[src/include/cee_pkg.sv]
// Package for the core exception-entry unit: constants, states, carriers.
// Assumes bit 0 is the most significant bit of architectural words.
package cee_pkg;

	// ==========================================================
	// Vectors and register layout.
	localparam logic [31:0] RESET_VECTOR     = 32'h0000_0100;
	localparam logic [31:0] CACHE_EN_RESET   = 32'h0000_0000;
	localparam int          ICACHE_EN_BIT    = 16;
	// Saved-status positions in big-endian numbering (0 = msb).
	localparam int          SS_CR0_LO        = 0;
	localparam int          SS_CR0_HI        = 3;
	localparam int          SS_KEY_BIT       = 12;
	localparam int          SS_ITYPE_BIT     = 13;
	localparam int          SS_WAY_BIT       = 14;
	localparam int          SS_STORE_BIT     = 15;
	localparam int          MSW_TGPR_BIT     = 14;
	localparam logic [31:0] SS_MSW_KEEP_MASK = 32'h0000_ffff;
	localparam logic [31:0] SS_RESET         = 32'h0000_0000;
	localparam logic [31:0] MSW_RESET        = 32'h0000_0000;
	localparam logic [31:0] INSTR_XLATE_BUFFER_VECTOR      = 32'h0000_1000;
	localparam logic [31:0] DATA_XLATE_BUFFER_LD_VECTOR   = 32'h0000_1100;
	localparam logic [31:0] DATA_XLATE_BUFFER_ST_VECTOR   = 32'h0000_1200;
	localparam logic [31:0] EXT_INT_VECTOR   = 32'h0000_0500;

	// ==========================================================
	// Sequencer states.
	typedef enum logic [2:0] {
		CEE_RUN      = 3'b000,
		CEE_INT_NEXT = 3'b001,
		CEE_INT_DRN  = 3'b010,
		CEE_INSTR_XLATE_BUFFER_WT  = 3'b011,
		CEE_TAKE     = 3'b100
	} cee_state_t;

	// ==========================================================
	// Translation miss report from the buffers.
	typedef struct packed {
		logic imiss;
		logic dmiss;
		logic dstore;
		logic dchg_clr;
		logic supv;
		logic key_s;
		logic key_u;
		logic way;
	} cee_miss_t;

	// Vector redirect to fetch.
	typedef struct packed {
		logic        valid;
		logic [31:0] addr;
	} cee_redirect_t;

endpackage : cee_pkg

[src/rtl/cee_exception_entry.sv]
// Exception-entry unit: soft reset, external interrupt, TLB miss entry.
// Assumes pipeline status, condition field zero and buffer misses arrive
// synchronous to clk from the rest of the core.
`timescale 1ns/10ps
// Functional notes
// (RULE_01) Soft reset keeps all state except clearing the icache enable; the code also forces the sequencer to CEE_RUN and clears complete_block.
// (RULE_02) After soft reset, fetch restarts at vector offset 0x0100.
// (RULE_03) On external interrupt the next instruction completes, with exceptions.
// (RULE_04) Later instructions are blocked; outstanding stores still drain.
// (RULE_05) The interrupt source negates its request on handler acknowledge.
// (RULE_06) Saved bits 0-3 from condition field zero, 4-11 clear, 16-31 from msw.
// (RULE_07) Saved bit 12 is supervisor or user key by access privilege.
// (RULE_08) Saved bit 13 is 0 for data miss, 1 for instruction miss.
// (RULE_09) Saved bit 14 reports the LRU replacement set.
// (RULE_10) Saved bit 15 is 0 for load miss, 1 for store or changed-clear.
// (RULE_11) Instruction buffer miss sets bit 13 and machine state bit 14.
// (RULE_12) Data load miss clears bit 13 and sets machine state bit 14.
// (RULE_13) Store miss or changed-clear hit clears bit 13, sets msw bit 14.
// (RULE_14) Instruction miss is reported only once the pipeline is empty.
// (RULE_15) Saved status is captured in the cycle the exception is taken.
module cee_exception_entry (
	input  wire logic              clk,
	input  wire logic              rst_n,
	input  wire logic              soft_reset_input,
	input  wire logic              ext_int_n,
	input  wire logic              ext_int_enable,
	input  wire logic [3:0]        condition_field_zero,
	input  wire logic [31:0]       msw_in,
	input  wire cee_pkg::cee_miss_t miss,
	input  wire logic              instr_complete,
	input  wire logic              stores_pending,
	input  wire logic              pipe_empty,
	input  wire logic              cfg_we,
	input  wire logic [31:0]       cfg_wdata,
	input  wire logic              ss_we,
	input  wire logic [31:0]       ss_wdata,
	output logic [31:0]            impl_config_reg0,
	output logic [31:0]            saved_status_word,
	output logic [31:0]            msw_out,
	output logic                   msw_load,
	output cee_pkg::cee_redirect_t redirect,
	output logic                   complete_block
);
	// ==========================================================
	// Sequencer.
	cee_pkg::cee_state_t state;
	cee_pkg::cee_state_t next_state;
	logic [31:0]         next_cfg;
	logic [31:0]         next_ss;
	logic [31:0]         next_msw;
	logic                next_msw_load;
	cee_pkg::cee_redirect_t next_redirect;
	logic                next_block;
	logic                take_data_xlate_buffer;
	logic [30:0]         cfg_rest;
	logic                int_req;
	logic [31:0]         miss_ss;
	logic                icache_en;

	assign int_req   = !ext_int_n && ext_int_enable;
	assign take_data_xlate_buffer = miss.dmiss || (miss.dstore && miss.dchg_clr);

	always_comb begin
		miss_ss = msw_in & cee_pkg::SS_MSW_KEEP_MASK; // RULE_06
		miss_ss[31-cee_pkg::SS_CR0_LO -: 4] = condition_field_zero; // RULE_06
		miss_ss[31-cee_pkg::SS_KEY_BIT] =
			miss.supv ? miss.key_s : miss.key_u; // RULE_07
		miss_ss[31-cee_pkg::SS_ITYPE_BIT] = !take_data_xlate_buffer; // RULE_08
		miss_ss[31-cee_pkg::SS_WAY_BIT] = miss.way; // RULE_09
		miss_ss[31-cee_pkg::SS_STORE_BIT] =
			take_data_xlate_buffer && miss.dstore; // RULE_10
	end

	always_comb begin
		next_state    = state;
		next_cfg      = impl_config_reg0;
		next_ss       = saved_status_word;
		next_msw      = msw_out;
		next_msw_load = 1'b0;
		next_redirect = '0;
		next_block    = complete_block;
		if (cfg_we) begin
			next_cfg = cfg_wdata;
		end
		if (ss_we) begin
			next_ss = ss_wdata;
		end
		if (soft_reset_input) begin
			next_cfg[31-cee_pkg::ICACHE_EN_BIT] = 1'b0; // RULE_01
			next_redirect = '{valid: 1'b1,
				addr: cee_pkg::RESET_VECTOR}; // RULE_02
			next_state = cee_pkg::CEE_RUN;
			next_block = 1'b0;
		end else begin
			unique case (state)
				cee_pkg::CEE_RUN: begin
					if (take_data_xlate_buffer) begin
						next_ss  = miss_ss; // RULE_15
						next_msw = msw_in;
						next_msw[31-cee_pkg::MSW_TGPR_BIT] = 1'b1; // RULE_12 RULE_13
						next_msw_load = 1'b1;
						next_redirect = '{valid: 1'b1, addr: miss.dstore ?
							cee_pkg::DATA_XLATE_BUFFER_ST_VECTOR : cee_pkg::DATA_XLATE_BUFFER_LD_VECTOR};
					end else if (miss.imiss) begin
						next_state = cee_pkg::CEE_INSTR_XLATE_BUFFER_WT; // RULE_14
					end else if (int_req) begin
						next_state = cee_pkg::CEE_INT_NEXT; // RULE_03
					end
				end
				cee_pkg::CEE_INT_NEXT: begin
					if (instr_complete) begin
						next_block = 1'b1; // RULE_04
						next_state = cee_pkg::CEE_INT_DRN;
					end
				end
				cee_pkg::CEE_INT_DRN: begin
					if (!stores_pending) begin // RULE_04
						next_msw_load = 1'b1;
						next_msw      = msw_in;
						next_redirect = '{valid: 1'b1,
							addr: cee_pkg::EXT_INT_VECTOR};
						next_block = 1'b0;
						next_state = cee_pkg::CEE_RUN;
					end
				end
				cee_pkg::CEE_INSTR_XLATE_BUFFER_WT: begin
					if (pipe_empty) begin // RULE_14
						next_state = cee_pkg::CEE_TAKE;
					end
				end
				cee_pkg::CEE_TAKE: begin
					next_ss  = miss_ss; // RULE_11 RULE_15
					next_ss[31-cee_pkg::SS_ITYPE_BIT] = 1'b1; // RULE_08
					next_ss[31-cee_pkg::SS_STORE_BIT] = 1'b0; // RULE_10
					next_msw = msw_in;
					next_msw[31-cee_pkg::MSW_TGPR_BIT] = 1'b1; // RULE_11
					next_msw_load = 1'b1;
					next_redirect = '{valid: 1'b1,
						addr: cee_pkg::INSTR_XLATE_BUFFER_VECTOR};
					next_block = 1'b0;
					next_state = cee_pkg::CEE_RUN;
				end
				default: begin
					next_state = cee_pkg::CEE_RUN;
				end
			endcase
		end
	end

	// ==========================================================
	// Registers. Soft reset is handled above, never here.
	always_ff @(posedge clk or negedge rst_n) begin
		if (!rst_n) begin
			state             <= cee_pkg::CEE_RUN;
			saved_status_word <= cee_pkg::SS_RESET;
			msw_out           <= cee_pkg::MSW_RESET;
			msw_load          <= 1'b0;
			redirect          <= '0;
			complete_block    <= 1'b0;
		end else begin
			state             <= next_state;
			saved_status_word <= next_ss;
			msw_out           <= next_msw;
			msw_load          <= next_msw_load;
			redirect          <= next_redirect;
			complete_block    <= next_block;
		end
	end

	// Configuration word; the icache enable bit kept in its own flop.
	always_ff @(posedge clk or negedge rst_n) begin
		if (!rst_n) begin
			cfg_rest <= {cee_pkg::CACHE_EN_RESET[31:16],
				cee_pkg::CACHE_EN_RESET[14:0]};
		end else begin
			cfg_rest <= {next_cfg[31:16], next_cfg[14:0]};
		end
	end

	// All bits come straight from flops, so the icache bit never lags.
	assign impl_config_reg0 = {cfg_rest[30:15], icache_en, cfg_rest[14:0]};

	cee_bit_flop #(
		.RESET_VAL (cee_pkg::CACHE_EN_RESET[15])
	) u_icache_en (
		.clk   (clk),
		.rst_n (rst_n),
		.load  (cfg_we || soft_reset_input),
		.d     (next_cfg[31-cee_pkg::ICACHE_EN_BIT]), // RULE_01
		.q     (icache_en)
	);
endmodule : cee_exception_entry

[src/rtl/cee_bit_flop.sv]
// One synchronous register bit with load enable.
// Assumes one clock and an asynchronous active-low reset.
`timescale 1ns/10ps
module cee_bit_flop #(
	parameter logic RESET_VAL = 1'b0
) (
	input  wire logic clk,
	input  wire logic rst_n,
	input  wire logic load,
	input  wire logic d,
	output logic      q
);
	logic next_q;

	always_comb begin
		next_q = load ? d : q;
	end

	always_ff @(posedge clk or negedge rst_n) begin
		if (!rst_n) begin
			q <= RESET_VAL;
		end else begin
			q <= next_q;
		end
	end
endmodule : cee_bit_flop

[config.mk]
export PLATFORM = sky130hd
export DESIGN_NAME = cee_exception_entry
export DESIGN_NICKNAME = d
export VERILOG_FILES = /design/src/include/cee_pkg.sv /design/src/rtl/cee_exception_entry.sv /design/src/rtl/cee_bit_flop.sv
export SDC_FILE = /design/constraint.sdc
export NUM_CORES = 1
export LEC_CHECK = 0
export ABC_CLOCK_PERIOD_IN_PS = 5600
export BUFFER_PORTS_ARGS = -buffer_cell sky130_fd_sc_hd__clkbuf_2
export CAP_MARGIN = 20
export CORE_UTILIZATION = 48
export DETAILED_ROUTE_END_ITERATION = 16
export PLACE_DENSITY = 0.84
export SKIP_CTS_REPAIR_TIMING = 1
export SYNTH_ARGS = -nofsm -noshare
export SYNTH_HDL_FRONTEND = slang
export SYNTH_SLANG_ARGS = --single-unit
[constraint.sdc]
create_clock -name clk -period 5.6 [get_ports clk]
set_input_delay 1.4 -clock clk [delete_from_list [all_inputs] [get_ports clk]]
set_output_delay 1.4 -clock clk [all_outputs]
set_load 0.01 [all_outputs]
## Yosys cells after proc, flatten, opt, wreduce, memory -nomap -nowiden

Index checks and enable logic that the tools add are counted.

- Register bits: 134
- Input port bits: 118
- Output and inout port bits: 131
- Logic and storage cells: 67

- Eq/ne operators: 11
- Multiplexer cells: 31
- Bitwise operators: 1
- Reduce and logical (&&, ||, !) cells: 15

Operators by type and width:

| kind | count |
|---|---|
| $mux 32 | 5 |
| $mux 33 | 3 |
| $pmux 33 s3 | 1 |
| $pmux 32 s3 | 1 |
| $pmux 32 s2 | 1 |
| $mux 3 | 7 |
| $mux 16 | 1 |
| $ne 3x3->1 const B | 4 |
| $pmux 3 s4 | 1 |
| $mux 10 | 1 |
| $mux 1 | 8 |
| $eq 3x2->1 const B | 2 |
| $pmux 1 s3 | 2 |
| $reduce_and 5->1 | 1 |
| $ne 2x2->1 const B | 2 |
| $ne 4x4->1 const B | 1 |
| $reduce_and 4->1 | 1 |
| $reduce_bool 4->1 | 1 |
| $eq 3x1->1 const B | 1 |
| $eq 3x3->1 const B | 1 |
| $logic_and 1x1->1 | 3 |
| $logic_not 3->1 | 1 |
| $reduce_and 3->1 | 1 |
| $reduce_bool 3->1 | 1 |
| other kinds (5) | 7 |

## Logic depth before layout (Yosys ltp)

Gate-level depths: netlist of the first run.

- Word-level depth: 7
- Mapped depth: 7
- Gate-level depth less buffers: 4

## By module

Synthesis of the first run repeated with hierarchy kept, for this count alone.

- Cells, all modules: 328
- Area, all modules: 4,670.7 um2

By module, submodules not included:

| module | times used | cells an instance | area each (um2) | sequential area each (um2) |
|---|---|---|---|---|
| cee_exception_entry | 1 | 326 | 4,630.7 | 2,627.5 |
| cee_bit_flop | 1 | 2 | 40.0 | 25.0 |

## Least setup slack after synthesis of the first run

No wires, ideal clock.

- Path kind: input port to flip-flop
- From: in stores_pending
- To: reg msw_out[23]
- Library setup time: 0.125 ns
- Arrival: 2.923 ns
- Setup slack: 2.552 ns
- Stages: 6
- Buffers on the path: 2
- Path through: or4b_4 a2111o_1 buf_6 clkinv_4 buf_8 mux2_2

- Longest elaborated chain between the ends: 2

RTL lines:

| element | line | text |
|---|---|---|
| from (decl) | cee_exception_entry.sv:31 | `input wire logic stores_pending,` |
| $ne 2x2->1 (no source line) | - |  |
| $reduce_and 4->1 (no source line) | - |  |
| to (signal assigned) | cee_exception_entry.sv:156 | `msw_out <= cee_pkg::MSW_RESET;` |
| to (signal assigned) | cee_exception_entry.sv:163 | `msw_out <= next_msw;` |
| to (decl) | cee_exception_entry.sv:39 | `output logic [31:0] msw_out,` |

Every way passes these cells.
A chain may end at the register's enable or synchronous reset.

## Final worst setup path of the first run

- From: in stores_pending
- To: reg msw_out[27]

The elaborated chain is that of the path after synthesis.

==> Implementation_results.wiki, run 1 <==
{| class="wikitable"
! Metric !! Value
|-
| Setup repair after global routing missed its margin || false
|-
| TritonCTS clock tree || yes
|-
| Slack of the worst reg-to-reg path || around 3.0 ns
|-
| Source of the worst register-to-register timing path || state[0]
|-
| Vert. Die Dim || ~100 um
|-
| Hold EP || msw_out[17]
|-
| Library cell with the highest instance count after synthesis || sky130_fd_sc_hd__dfrtp_1
|-
| Peak supply drop || about 0.18 mV
|-
| Type of element capturing the critical path || flip-flop
|-
| Share of flip-flops with an asynchronous set or reset || 100%
|-
| Register cell area after layout || between 2000 and 3000 um2
|-
| Buffers added on ports || between 200 and 250
|-
| Max stage delay on crit path || between 0.7 and 0.8 ns
|-
| Max cap viols || 0
|-
| Time the worst path needs with I/O delays and setup || between 3 and 4 ns
|-
| Final period util || 57.1%
|-
| Boundary Pins || roughly 250
|-
| Effective utilization at floorplan || around half
|-
| Count of yosys warnings during synthesis || 0
|-
| Cell Chain, Critical Path || clkbuf_2 -> or4b_4 -> a2111o_1 -> clkinv_4 -> mux2_2
|-
| Clk root buf || sky130_fd_sc_hd__clkbuf_8
|-
| Synth unique cells || 35
|-
| Clk sink count || roughly 110
|-
| Worst hold path type || flip-flop to flip-flop
|-
| Final wirelength || between 10 and 15 mm
|-
| Sort of element at the start of the critical path || input pin
|-
| Worst R2R Path Depth || 4
|-
| Setup-failing EPs final || 0
|-
| WL/cell || 15.0 um
|-
| Number of fillers in the final layout || approximately 750
|-
| Layout cell share with drive strength beyond 1 || ~64%
|-
| Number of buffers on the longest clock path || 2
|-
| Number of cells on the critical path || 5
|-
| Top cell type's share of synthesized area || between 50% and 60%
|-
| Hold depth || 1
|-
| DRC || 0
|-
| Highest net fanout along the worst path || 17
|-
| Worst hold path startpoint || msw_out[17]
|-
| Top FF cell, synth || sky130_fd_sc_hd__dfrtp_1
|-
| Non-filler instance count after layout || approximately 670
|-
| CTS Buf Count || 9
|-
| First-pass GRT wire length || 16.0 mm
|-
| Layout overhead on the synthesized area || 26.9%
|-
| Total number of vias || 3,170
|-
| Met2 Usage GRT || 36.7%
|-
| Most Used Layer, Global Route || met2
|-
| Cell types occupying the most area after synthesis || sky130_fd_sc_hd__dfrtp_1 57%, sky130_fd_sc_hd__mux2_2 23%, sky130_fd_sc_hd__buf_4 4.9%
|-
| Post-detailed-route via-to-cell ratio || 4.74
|-
| Post-synth top cells || 106 x sky130_fd_sc_hd__dfrtp_1, 95 x sky130_fd_sc_hd__mux2_2, 30 x sky130_fd_sc_hd__buf_4, 14 x sky130_fd_sc_hd__mux2i_1, 12 x sky130_fd_sc_hd__nor2_1
|-
| Pwr/cell area || 315 nW/um2
|-
| Max Clock Freq || between 0.3 and 0.4 GHz
|-
| Initial antenna violation count || 0
|-
| Antenna-violating nets left || 0
|-
| Initial drt markers || 35
|-
| Worst-case headroom to the max-slew limit || a little under two fifths
|-
| Highest-delay cell along the critical path || sky130_fd_sc_hd__a2111o_1
|-
| Sequential share of the synthesized area || around 57%
|-
| Global-route track usage on met1 || 24.5%
|-
| Level count of the clock H-tree || 3
|-
| Req. time, crit path || ~5.8 ns
|-
| Worst Skew || approximately 0.012 ns
|-
| Met3 routing resource usage after global routing || 5.43%
|-
| Sum Neg Setup Slack || 0 ns
|-
| Count of buffer and inverter cells on the critical path || 2
|-
| Source-to-sink clock delay at the later pin of the worst-skew pair || 0.36 ns
|-
| Area inside the core boundary || ~9300 um2
|-
| Number of enable-type register cells in the synthesized netlist || 0
|-
| Synthesis-stage register bit count || 106
|-
| Hold slack final || between 0.5 and 0.6 ns
|-
| Pin count of the biggest net entering global routing || between 50 and 60
|-
| Die area || approximately 10,000 um2
|-
| Cells after synthesis || about 320
|-
| Largest delay contributor family on the critical path || compound AO/OA/AOI/OAI gates
|-
| Slew Limit Fails || 0
|-
| Post-synthesis average cell area || 14.4 um2
|-
| Number of global-route vias before repair || approximately 3.2k
|-
| Placed instance count || roughly 650
|-
| Cell area after layout || about 5900 um2
|-
| Worst slew pin tran || 0.944 ns
|-
| Kind of critical path || input pin to flip-flop
|-
| Number of iterations in the first detailed-routing pass || 4
|-
| Reg2reg end || msw_out[27]
|-
| Total count of hold-check failures in the final report || 0
|-
| Final nets || approximately 650
|-
| Routability Congestion || approximately 0.8
|-
| Placement-stage cell area || around 5700 um2
|-
| Post-synthesis cell area || approximately 4600 um2
|-
| Detailed placement HPWL || 7.69 mm
|-
| Leakage power of the design || around 3 nW
|-
| Antenna diodes || 0
|-
| Worst Path Arrival || around 3.4 ns
|-
| Total overflow reported by the global router || 0
|-
| Die width || around 100 um
|-
| Biggest area consumer among synthesized cells || sky130_fd_sc_hd__dfrtp_1
|-
| Multi-input logic area || around 1700 um2
|-
| Clk slew on worst S/H paths || roughly 0.09 ns
|-
| Number of standard-cell rows in the floorplan || 35
|-
| Run status || finished clean
|-
| Total GRT Usage || between 20 and 25%
|}
per-layer routing:
layer,wire length (um),share of wire (%)
met5,0,0
met4,197,2.0
met3,602,6.0
met2,5320,53
met1,3930,39
sequential cells by signal, indices dropped and copies added (netlist names):
register / flops
complete_block: 1
cfg_rest: 31
msw_out: 32
state: 3
msw_load: 1
u_icache_en.q: 1
redirect: 5
saved_status_word: 32
how the worst max path moves through the flow:
stage	end	from	slack, ns
after floorplan	msw_out[23]	stores_pending	2.55
after global placement	msw_out[28]	stores_pending	2.08
after detailed placement	msw_out[27]	stores_pending	2.02
after CTS	msw_out[27]	stores_pending	2.39
after global routing	msw_out[20]	miss[5]	2.32
final	msw_out[27]	stores_pending	2.40
cells in the final DEF (no fill, tap or decap), types with 3 or more instances in the layout:
cell	count
sky130_fd_sc_hd__conb_1	28
sky130_fd_sc_hd__buf_4	3
sky130_fd_sc_hd__inv_1	4
sky130_fd_sc_hd__nor2_1	12
sky130_fd_sc_hd__mux2_4	10
sky130_fd_sc_hd__inv_6	3
sky130_fd_sc_hd__a21oi_1	4
sky130_fd_sc_hd__mux2i_1	14
sky130_fd_sc_hd__dfrtp_1	106
sky130_fd_sc_hd__clkbuf_8	9
sky130_fd_sc_hd__clkbuf_2	219
sky130_fd_sc_hd__mux2_2	95
cells by family (layout without fill, tap and decap cells):
family | count (synthesis) | after routing | synth area share (%)
compound gates | 18 | 18 | 2.79
simple gates | 26 | 26 | 2.92
buf+inv | 52 | 243 | 7.49
mux | 119 | 119 | 29.4
other cells | 1 | 28 | 0.0810
flops | 106 | 106 | 57.3
power by group:
group	internal, mW	leakage, nW	switching [mW]
logic	0.245	1.66	0.223
registers	0.885	1.26	0.0671
clock network	0.166	0.0837	0.263
total	1.30	3.00	0.554
final cells by class:
type | count | area share [%]
flip-flops and latches | 106 | 45.2
multi-input cells | 191 | 29.7
repair buffers | 222 | 19.0
well taps | 129 | 2.75
clock buffers | 10 | 2.17
clock inverters | 6 | 0.788
inverters | 5 | 0.405
worst reg2reg max path: cells and delay by family (launching register included):
family | cells | cell delay (ns)
AOI/OAI and AO/OA | 1 | 0.76
buffers and inverters | 1 | 0.30
muxes | 1 | 0.37
and+or+nand+nor | 1 | 0.60
DFF | 1 | 0.50
per-stage QoR:
step	util, %	worst slack (ns)	total power, mW
finish	63.2	2.40	1.85
floorplan	-	2.55	1.24
global placement	61.4	2.08	1.42
CTS	63.2	2.39	1.88
global route	63.2	2.32	1.96
detailed placement	61.4	2.02	1.44
Power figures use the tool's default switching activity.
==> run 2, diff against run 1 <==
- ABC_CLOCK_PERIOD_IN_PS: 5600 -> 3200
- CORE_UTILIZATION: 48 -> 45
- PLACE_DENSITY: 0.84 -> 0.79
- clock period: 5.6 -> 3.2 ns (I/O delays scaled with it)
==> run 2 against run 1 <==
Effect of this change:
- flip-flop and latch count unchanged
- register-to-register slack got worse by 2.0 ns
- routed wire length fell by 1.5%
- total power is 74% higher
- utilization fell by 3.4 points
- hold slack got worse by 0.088 ns
- first-iteration DRC count is 69% higher
- cell count is 0.90% higher
- sequential share of layout area is 0.21 points lower
- global-route usage is 2.3 points lower
- non-clock buffer count rose by 2
==> Implementation_results.wiki, run 2 (synthesis gave the netlist of run 1 again) <==
{| class="wikitable"
! Metric !! Value
|-
| Total overflow reported by the global router || 0
|-
| Max Clock Freq || 0.448 GHz
|-
| Initial drt markers || a little under 60
|-
| Layout cell share with drive strength beyond 1 || around 64%
|-
| Worst R2R Path Depth || 4
|-
| Die width || roughly 100 um
|-
| Worst Path Arrival || around 2.5 ns
|-
| Req. time, crit path || about 3.4 ns
|-
| Most common library cell in the layout ignoring fill and taps || sky130_fd_sc_hd__clkbuf_2
|-
| Detailed placement HPWL || between 7 and 8 mm
|-
| WL/cell || 14.7 um
|-
| Max cap viols || 0
|-
| Slew Limit Fails || 0
|-
| Time the worst path needs with I/O delays and setup || 2.23 ns
|-
| Routability Congestion || 0.742
|-
| Final nets || between 600 and 700
|-
| Peak supply drop || 0.260 mV
|-
| Die area || ~11,000 um2
|-
| Run status || finished clean
|-
| Sort of element at the start of the critical path || flip-flop
|-
| Number of global-route vias before repair || roughly 3.2k
|-
| Antenna-violating nets left || 0
|-
| Clk root buf || sky130_fd_sc_hd__clkbuf_8
|-
| Kind of critical path || flip-flop to flip-flop
|-
| Total count of hold-check failures in the final report || 0
|-
| Setup repair after global routing missed its margin || false
|-
| Most frequent cells in the layout || 219 x sky130_fd_sc_hd__clkbuf_2, 106 x sky130_fd_sc_hd__dfrtp_1, 95 x sky130_fd_sc_hd__mux2_2
|-
| Total GRT Usage || a little under a fifth
|-
| Setup-failing EPs final || 0
|-
| Number of standard-cell rows in the floorplan || 36
|-
| Antenna diodes || 0
|-
| Worst-case headroom to the max-slew limit || between 40% and 50%
|-
| Level count of the clock H-tree || 3
|-
| Leakage power of the design || 3.01 nW
|-
| Clk sink count || between 100 and 150
|-
| Number of fillers in the final layout || roughly 830
|-
| Number of buffers on the longest clock path || 2
|-
| Initial antenna violation count || 0
|-
| Worst hold path type || input pin to asynchronous set/reset pin
|-
| Pwr/cell area || approximately 550 nW/um2
|-
| Post-detailed-route via-to-cell ratio || 4.71
|-
| Source-to-sink clock delay at the later pin of the worst-skew pair || about 0.36 ns
|-
| Final wirelength || just under 10 mm
|-
| Effective utilization at floorplan || ~47%
|-
| Buffers added on ports || 220
|-
| Pin count of the biggest net entering global routing || 64
|-
| CTS Buf Count || 9
|-
| Vert. Die Dim || 103 um
|-
| Total number of vias || around 3.2k
|-
| Highest net fanout along the worst path || 16
|-
| Final period util || 69.8%
|-
| Area inside the core boundary || between 9000 and 10,000 um2
|-
| Worst slew pin tran || between 0.7 and 0.8 ns
|-
| DRC || 0
|-
| Type of element capturing the critical path || flip-flop
|-
| First-pass GRT wire length || approximately 15 mm
|-
| TritonCTS clock tree || yes
|-
| Worst Skew || approximately 0.012 ns
|-
| Boundary Pins || between 200 and 250
|-
| Number of iterations in the first detailed-routing pass || 4
|-
| Top flop regs || msw_out x32, saved_status_word x32, cfg_rest x31
|-
| Core occupancy in the finished layout || between 50 and 60%
|-
| Clk slew on worst S/H paths || 0.10 ns
|-
| Sum Neg Setup Slack || 0 ns
|-
| Layout overhead on the synthesized area || 27.5%
|}
[run 2: changes by cell type in the layout (fill, tap and decap cells not counted), sizes merged]
| cell | previous run | this run |
|---|---|---|
| clkbuf | 229 | 230 |
| buf | 3 | 5 |
| inv | 7 | 6 |
[run 2: per-stage QoR]
step	hold slack (ns)	std cells	setup slack [ns]	power (mW)	instance area, um2
CTS	0.430	675	0.966	3.27	5900
global route	0.447	675	0.892	3.41	5900
detailed placement	0.495	659	0.634	2.53	5730
global placement	0.488	659	0.687	2.49	5730
finish	0.419	675	0.967	3.23	5900
floorplan	0.488	349	0.752	2.17	4730
[run 2: worst paths after layout]
path                               from                    end  slack, ns
max                            state[0]            msw_out[15]       0.97
max reg2reg                    state[0]            msw_out[15]       0.97
min                               rst_n            msw_out[20]       0.42
min in group clk           cfg_rest[28]           cfg_rest[28]       0.51
max in group asynchronous         rst_n  saved_status_word[25]       2.04
min reg2reg                cfg_rest[28]           cfg_rest[28]       0.51
[run 2: critical path: stages (launching register included)]
cell                       delay (ns)
sky130_fd_sc_hd__dfrtp_1         0.50
sky130_fd_sc_hd__or4b_4          0.60
sky130_fd_sc_hd__a2111o_1        0.44
sky130_fd_sc_hd__buf_4           0.24
sky130_fd_sc_hd__mux2_4          0.32
[run 2: routing by layer]
metal / global-route usage, % / vias to the layer above / part of all wire, %
li1: - / 1493 / -
met1: 20.2 / 1526 / 38
met2: 33.8 / 143 / 53
met3: 4.37 / 16 / 6.5
met4: 7.69 / 0 / 1.8
met5: 0 / - / 0
[run 2: area by class of cell]
class,instances,area [um2],share of cell area [%]
sequential,106,2650,45.0
multi-input combinational,191,1740,29.5
timing repair buffer,224,1150,19.4
tap,133,166,2.82
clock buffer,11,131,2.23
clock inverter,5,37.5,0.636
inverter,5,23.8,0.403
[run 2: power by group]
part | total, mW | internal, mW | switching [mW]
registers | 1.67 | 1.55 | 0.118
clock network | 0.736 | 0.288 | 0.448
logic | 0.821 | 0.431 | 0.390
==> run 3, diff against run 2 <==
- ABC_CLOCK_PERIOD_IN_PS: 3200 -> 2100
- clock period: 3.2 -> 2.1 ns (I/O delays scaled with it)
==> run 3 against run 2 <==
Effect of this change:
- critical path depth unchanged
- register-to-register slack worse by 0.95 ns
- global-route usage up 0.39 points
- via count up 4.3%
- total power grew 60%
- non-clock buffer count rose by 13
- critical path type unchanged
- critical endpoint is now msw_out[11]
- largest cell class unchanged
- highest routed layer unchanged
==> Implementation_results.wiki, run 3 (synthesis gave the netlist of run 1 again) <==
{| class="wikitable"
! Metric !! Value
|-
| Boundary Pins || 249
|-
| Setup repair after global routing missed its margin || true
|-
| Pwr/cell area || around 840 nW/um2
|-
| Reg2reg end || msw_out[11]
|-
| Clk sink count || about 110
|-
| Worst Path Arrival || 2.34 ns
|-
| Die area || around 11,000 um2
|-
| Register cell area after layout || about 2700 um2
|-
| Layout cell share with drive strength beyond 1 || roughly two thirds
|-
| Time the worst path needs with I/O delays and setup || roughly 2.1 ns
|-
| Final worst slack || 0.0164 ns
|-
| Final wirelength || slightly above 10 mm
|-
| Req. time, crit path || roughly 2.4 ns
|-
| Setup-failing EPs final || 0
|-
| CTS Buf Count || 9
|-
| First-pass GRT wire length || approximately 15 mm
|-
| Worst R2R Path Depth || 4
|-
| Max Clock Freq || 0.480 GHz
|-
| Total power || 5.16 mW
|-
| Post-detailed-route via-to-cell ratio || between 4 and 5
|-
| Total GRT Usage || 18.8%
|-
| Slack of the worst reg-to-reg path || roughly 0.016 ns
|-
| Run status || finished clean
|-
| Effective utilization at floorplan || a little under half
|-
| Worst Skew || about 0.019 ns
|-
| Initial antenna violation count || 0
|-
| Peak supply drop || 0.471 mV
|-
| Source-to-sink clock delay at the later pin of the worst-skew pair || ~0.37 ns
|-
| TritonCTS clock tree || yes
|-
| DRC || 0
|-
| Die width || 103 um
|-
| Total overflow reported by the global router || 0
|-
| Number of buffers on the longest clock path || 2
|-
| Worst hold path type || input pin to asynchronous set/reset pin
|-
| WL/cell || roughly 15 um
|-
| Antenna diodes || 0
|-
| Endpoint of the worst setup timing path || msw_out[11]
|-
| Final nets || 668
|-
| Initial drt markers || between 40 and 50
|-
| Highest net fanout along the worst path || 8
|-
| Leakage power of the design || approximately 3.1 nW
|-
| Number of standard-cell rows in the floorplan || 36
|-
| Startpoint of the most critical setup path || state[0]
|-
| Total number of vias || roughly 3.3k
|-
| Routability Congestion || about 0.73
|-
| Top flop regs || msw_out x32, saved_status_word x32, cfg_rest x31
|-
| Max cap viols || 0
|-
| Most frequent cells in the layout || 219 x sky130_fd_sc_hd__clkbuf_2, 106 x sky130_fd_sc_hd__dfrtp_1, 95 x sky130_fd_sc_hd__mux2_2
|-
| Highest-delay cell along the critical path || sky130_fd_sc_hd__or4b_4
|-
| Slew Limit Fails || 0
|-
| Cell Chain, Critical Path || or4b_4 -> a2111o_2 -> clkbuf_16 -> mux2_4
|-
| Buffers added on ports || 220
|-
| Max stage delay on crit path || roughly 0.55 ns
|-
| Area inside the core boundary || about 9900 um2
|-
| Kind of critical path || flip-flop to flip-flop
|-
| Clk root buf || sky130_fd_sc_hd__clkbuf_8
|-
| Post-placement setup slack || -0.177 ns
|-
| Vert. Die Dim || just over 100 um
|-
| Most common library cell in the layout ignoring fill and taps || sky130_fd_sc_hd__clkbuf_2
|-
| Number of iterations in the first detailed-routing pass || 4
|-
| Detailed placement HPWL || 7.87 mm
|-
| Sort of element at the start of the critical path || flip-flop
|-
| Level count of the clock H-tree || 3
|-
| Total count of hold-check failures in the final report || 0
|-
| Layout overhead on the synthesized area || 32.1%
|-
| Number of fillers in the final layout || around 800
|-
| Clk slew on worst S/H paths || 0.11 ns
|-
| Number of global-route vias before repair || between 3k and 4k
|-
| Final period util || a little under 100%
|-
| Antenna-violating nets left || 0
|-
| Type of element capturing the critical path || flip-flop
|-
| Multi-input logic area || ~1700 um2
|-
| Source of the worst register-to-register timing path || state[0]
|-
| Pin count of the biggest net entering global routing || 47
|}
[run 3: critical path: cells and delay by family (launching register included)]
kind                   cells  cell delay, ns
DFF                        1            0.39
muxes                      1            0.29
and+or+nand+nor            1            0.55
AOI/OAI and AO/OA          1            0.55
buffers and inverters      1            0.21
[run 3: final cells by class]
| cell class | count | area share (%) |
|---|---|---|
| Sequential cell | 106 | 43.4 |
| Clock inverter | 7 | 1.37 |
| Timing Repair Buffer | 237 | 21.5 |
| Multi-Input combinational cell | 191 | 28.5 |
| Inverter | 5 | 0.512 |
| Tap cell | 133 | 2.72 |
| Clock buffer | 9 | 2.03 |
[run 3: how the worst min path moves through the flow]
stage / from / end / slack [ns] / cells past startpoint
3_5_place_dp: msw_out[17] / msw_out[17] / 0.49 / 1
2_1_floorplan: rst_n / cfg_rest[0] / 0.23 / 0
3_3_place_gp: msw_out[17] / msw_out[17] / 0.48 / 1
5_1_grt: rst_n / msw_out[30] / 0.11 / 1
4_1_cts: rst_n / msw_out[30] / 0.1 / 1
6_report: rst_n / msw_out[30] / 0.09 / 1
[run 3: report_power, final]
part / internal, mW / switching (mW) / total [mW]
sequential: 2.36 / 0.168 / 2.53
clock: 0.578 / 0.740 / 1.32
combinational: 0.699 / 0.617 / 1.32
total: 3.64 / 1.52 / 5.16
[run 3: metrics by stage]
stage | cell area [um2] | hold slack (ns) | setup TNS [ns] | cells | utilization [%]
2_1_floorplan | 4740 | 0.229 | -0.479 | 349 | -
3_3_place_gp | 5880 | 0.482 | -3.37 | 671 | 59.6
3_5_place_dp | 5880 | 0.492 | -4.73 | 671 | 59.6
4_1_cts | 6090 | 0.0973 | 0 | 687 | 61.7
5_1_grt | 6110 | 0.114 | -0.0653 | 688 | 62.0
6_report | 6110 | 0.0944 | 0 | 688 | 62.0
[run 3: per-layer routing]
metal,vias up,global-route usage [%],share of wire (%)
li1,1531,-,-
met1,1608,22.2,39
met2,152,32.1,51
met3,24,4.03,6.4
met4,0,9.86,2.9
met5,-,0,0
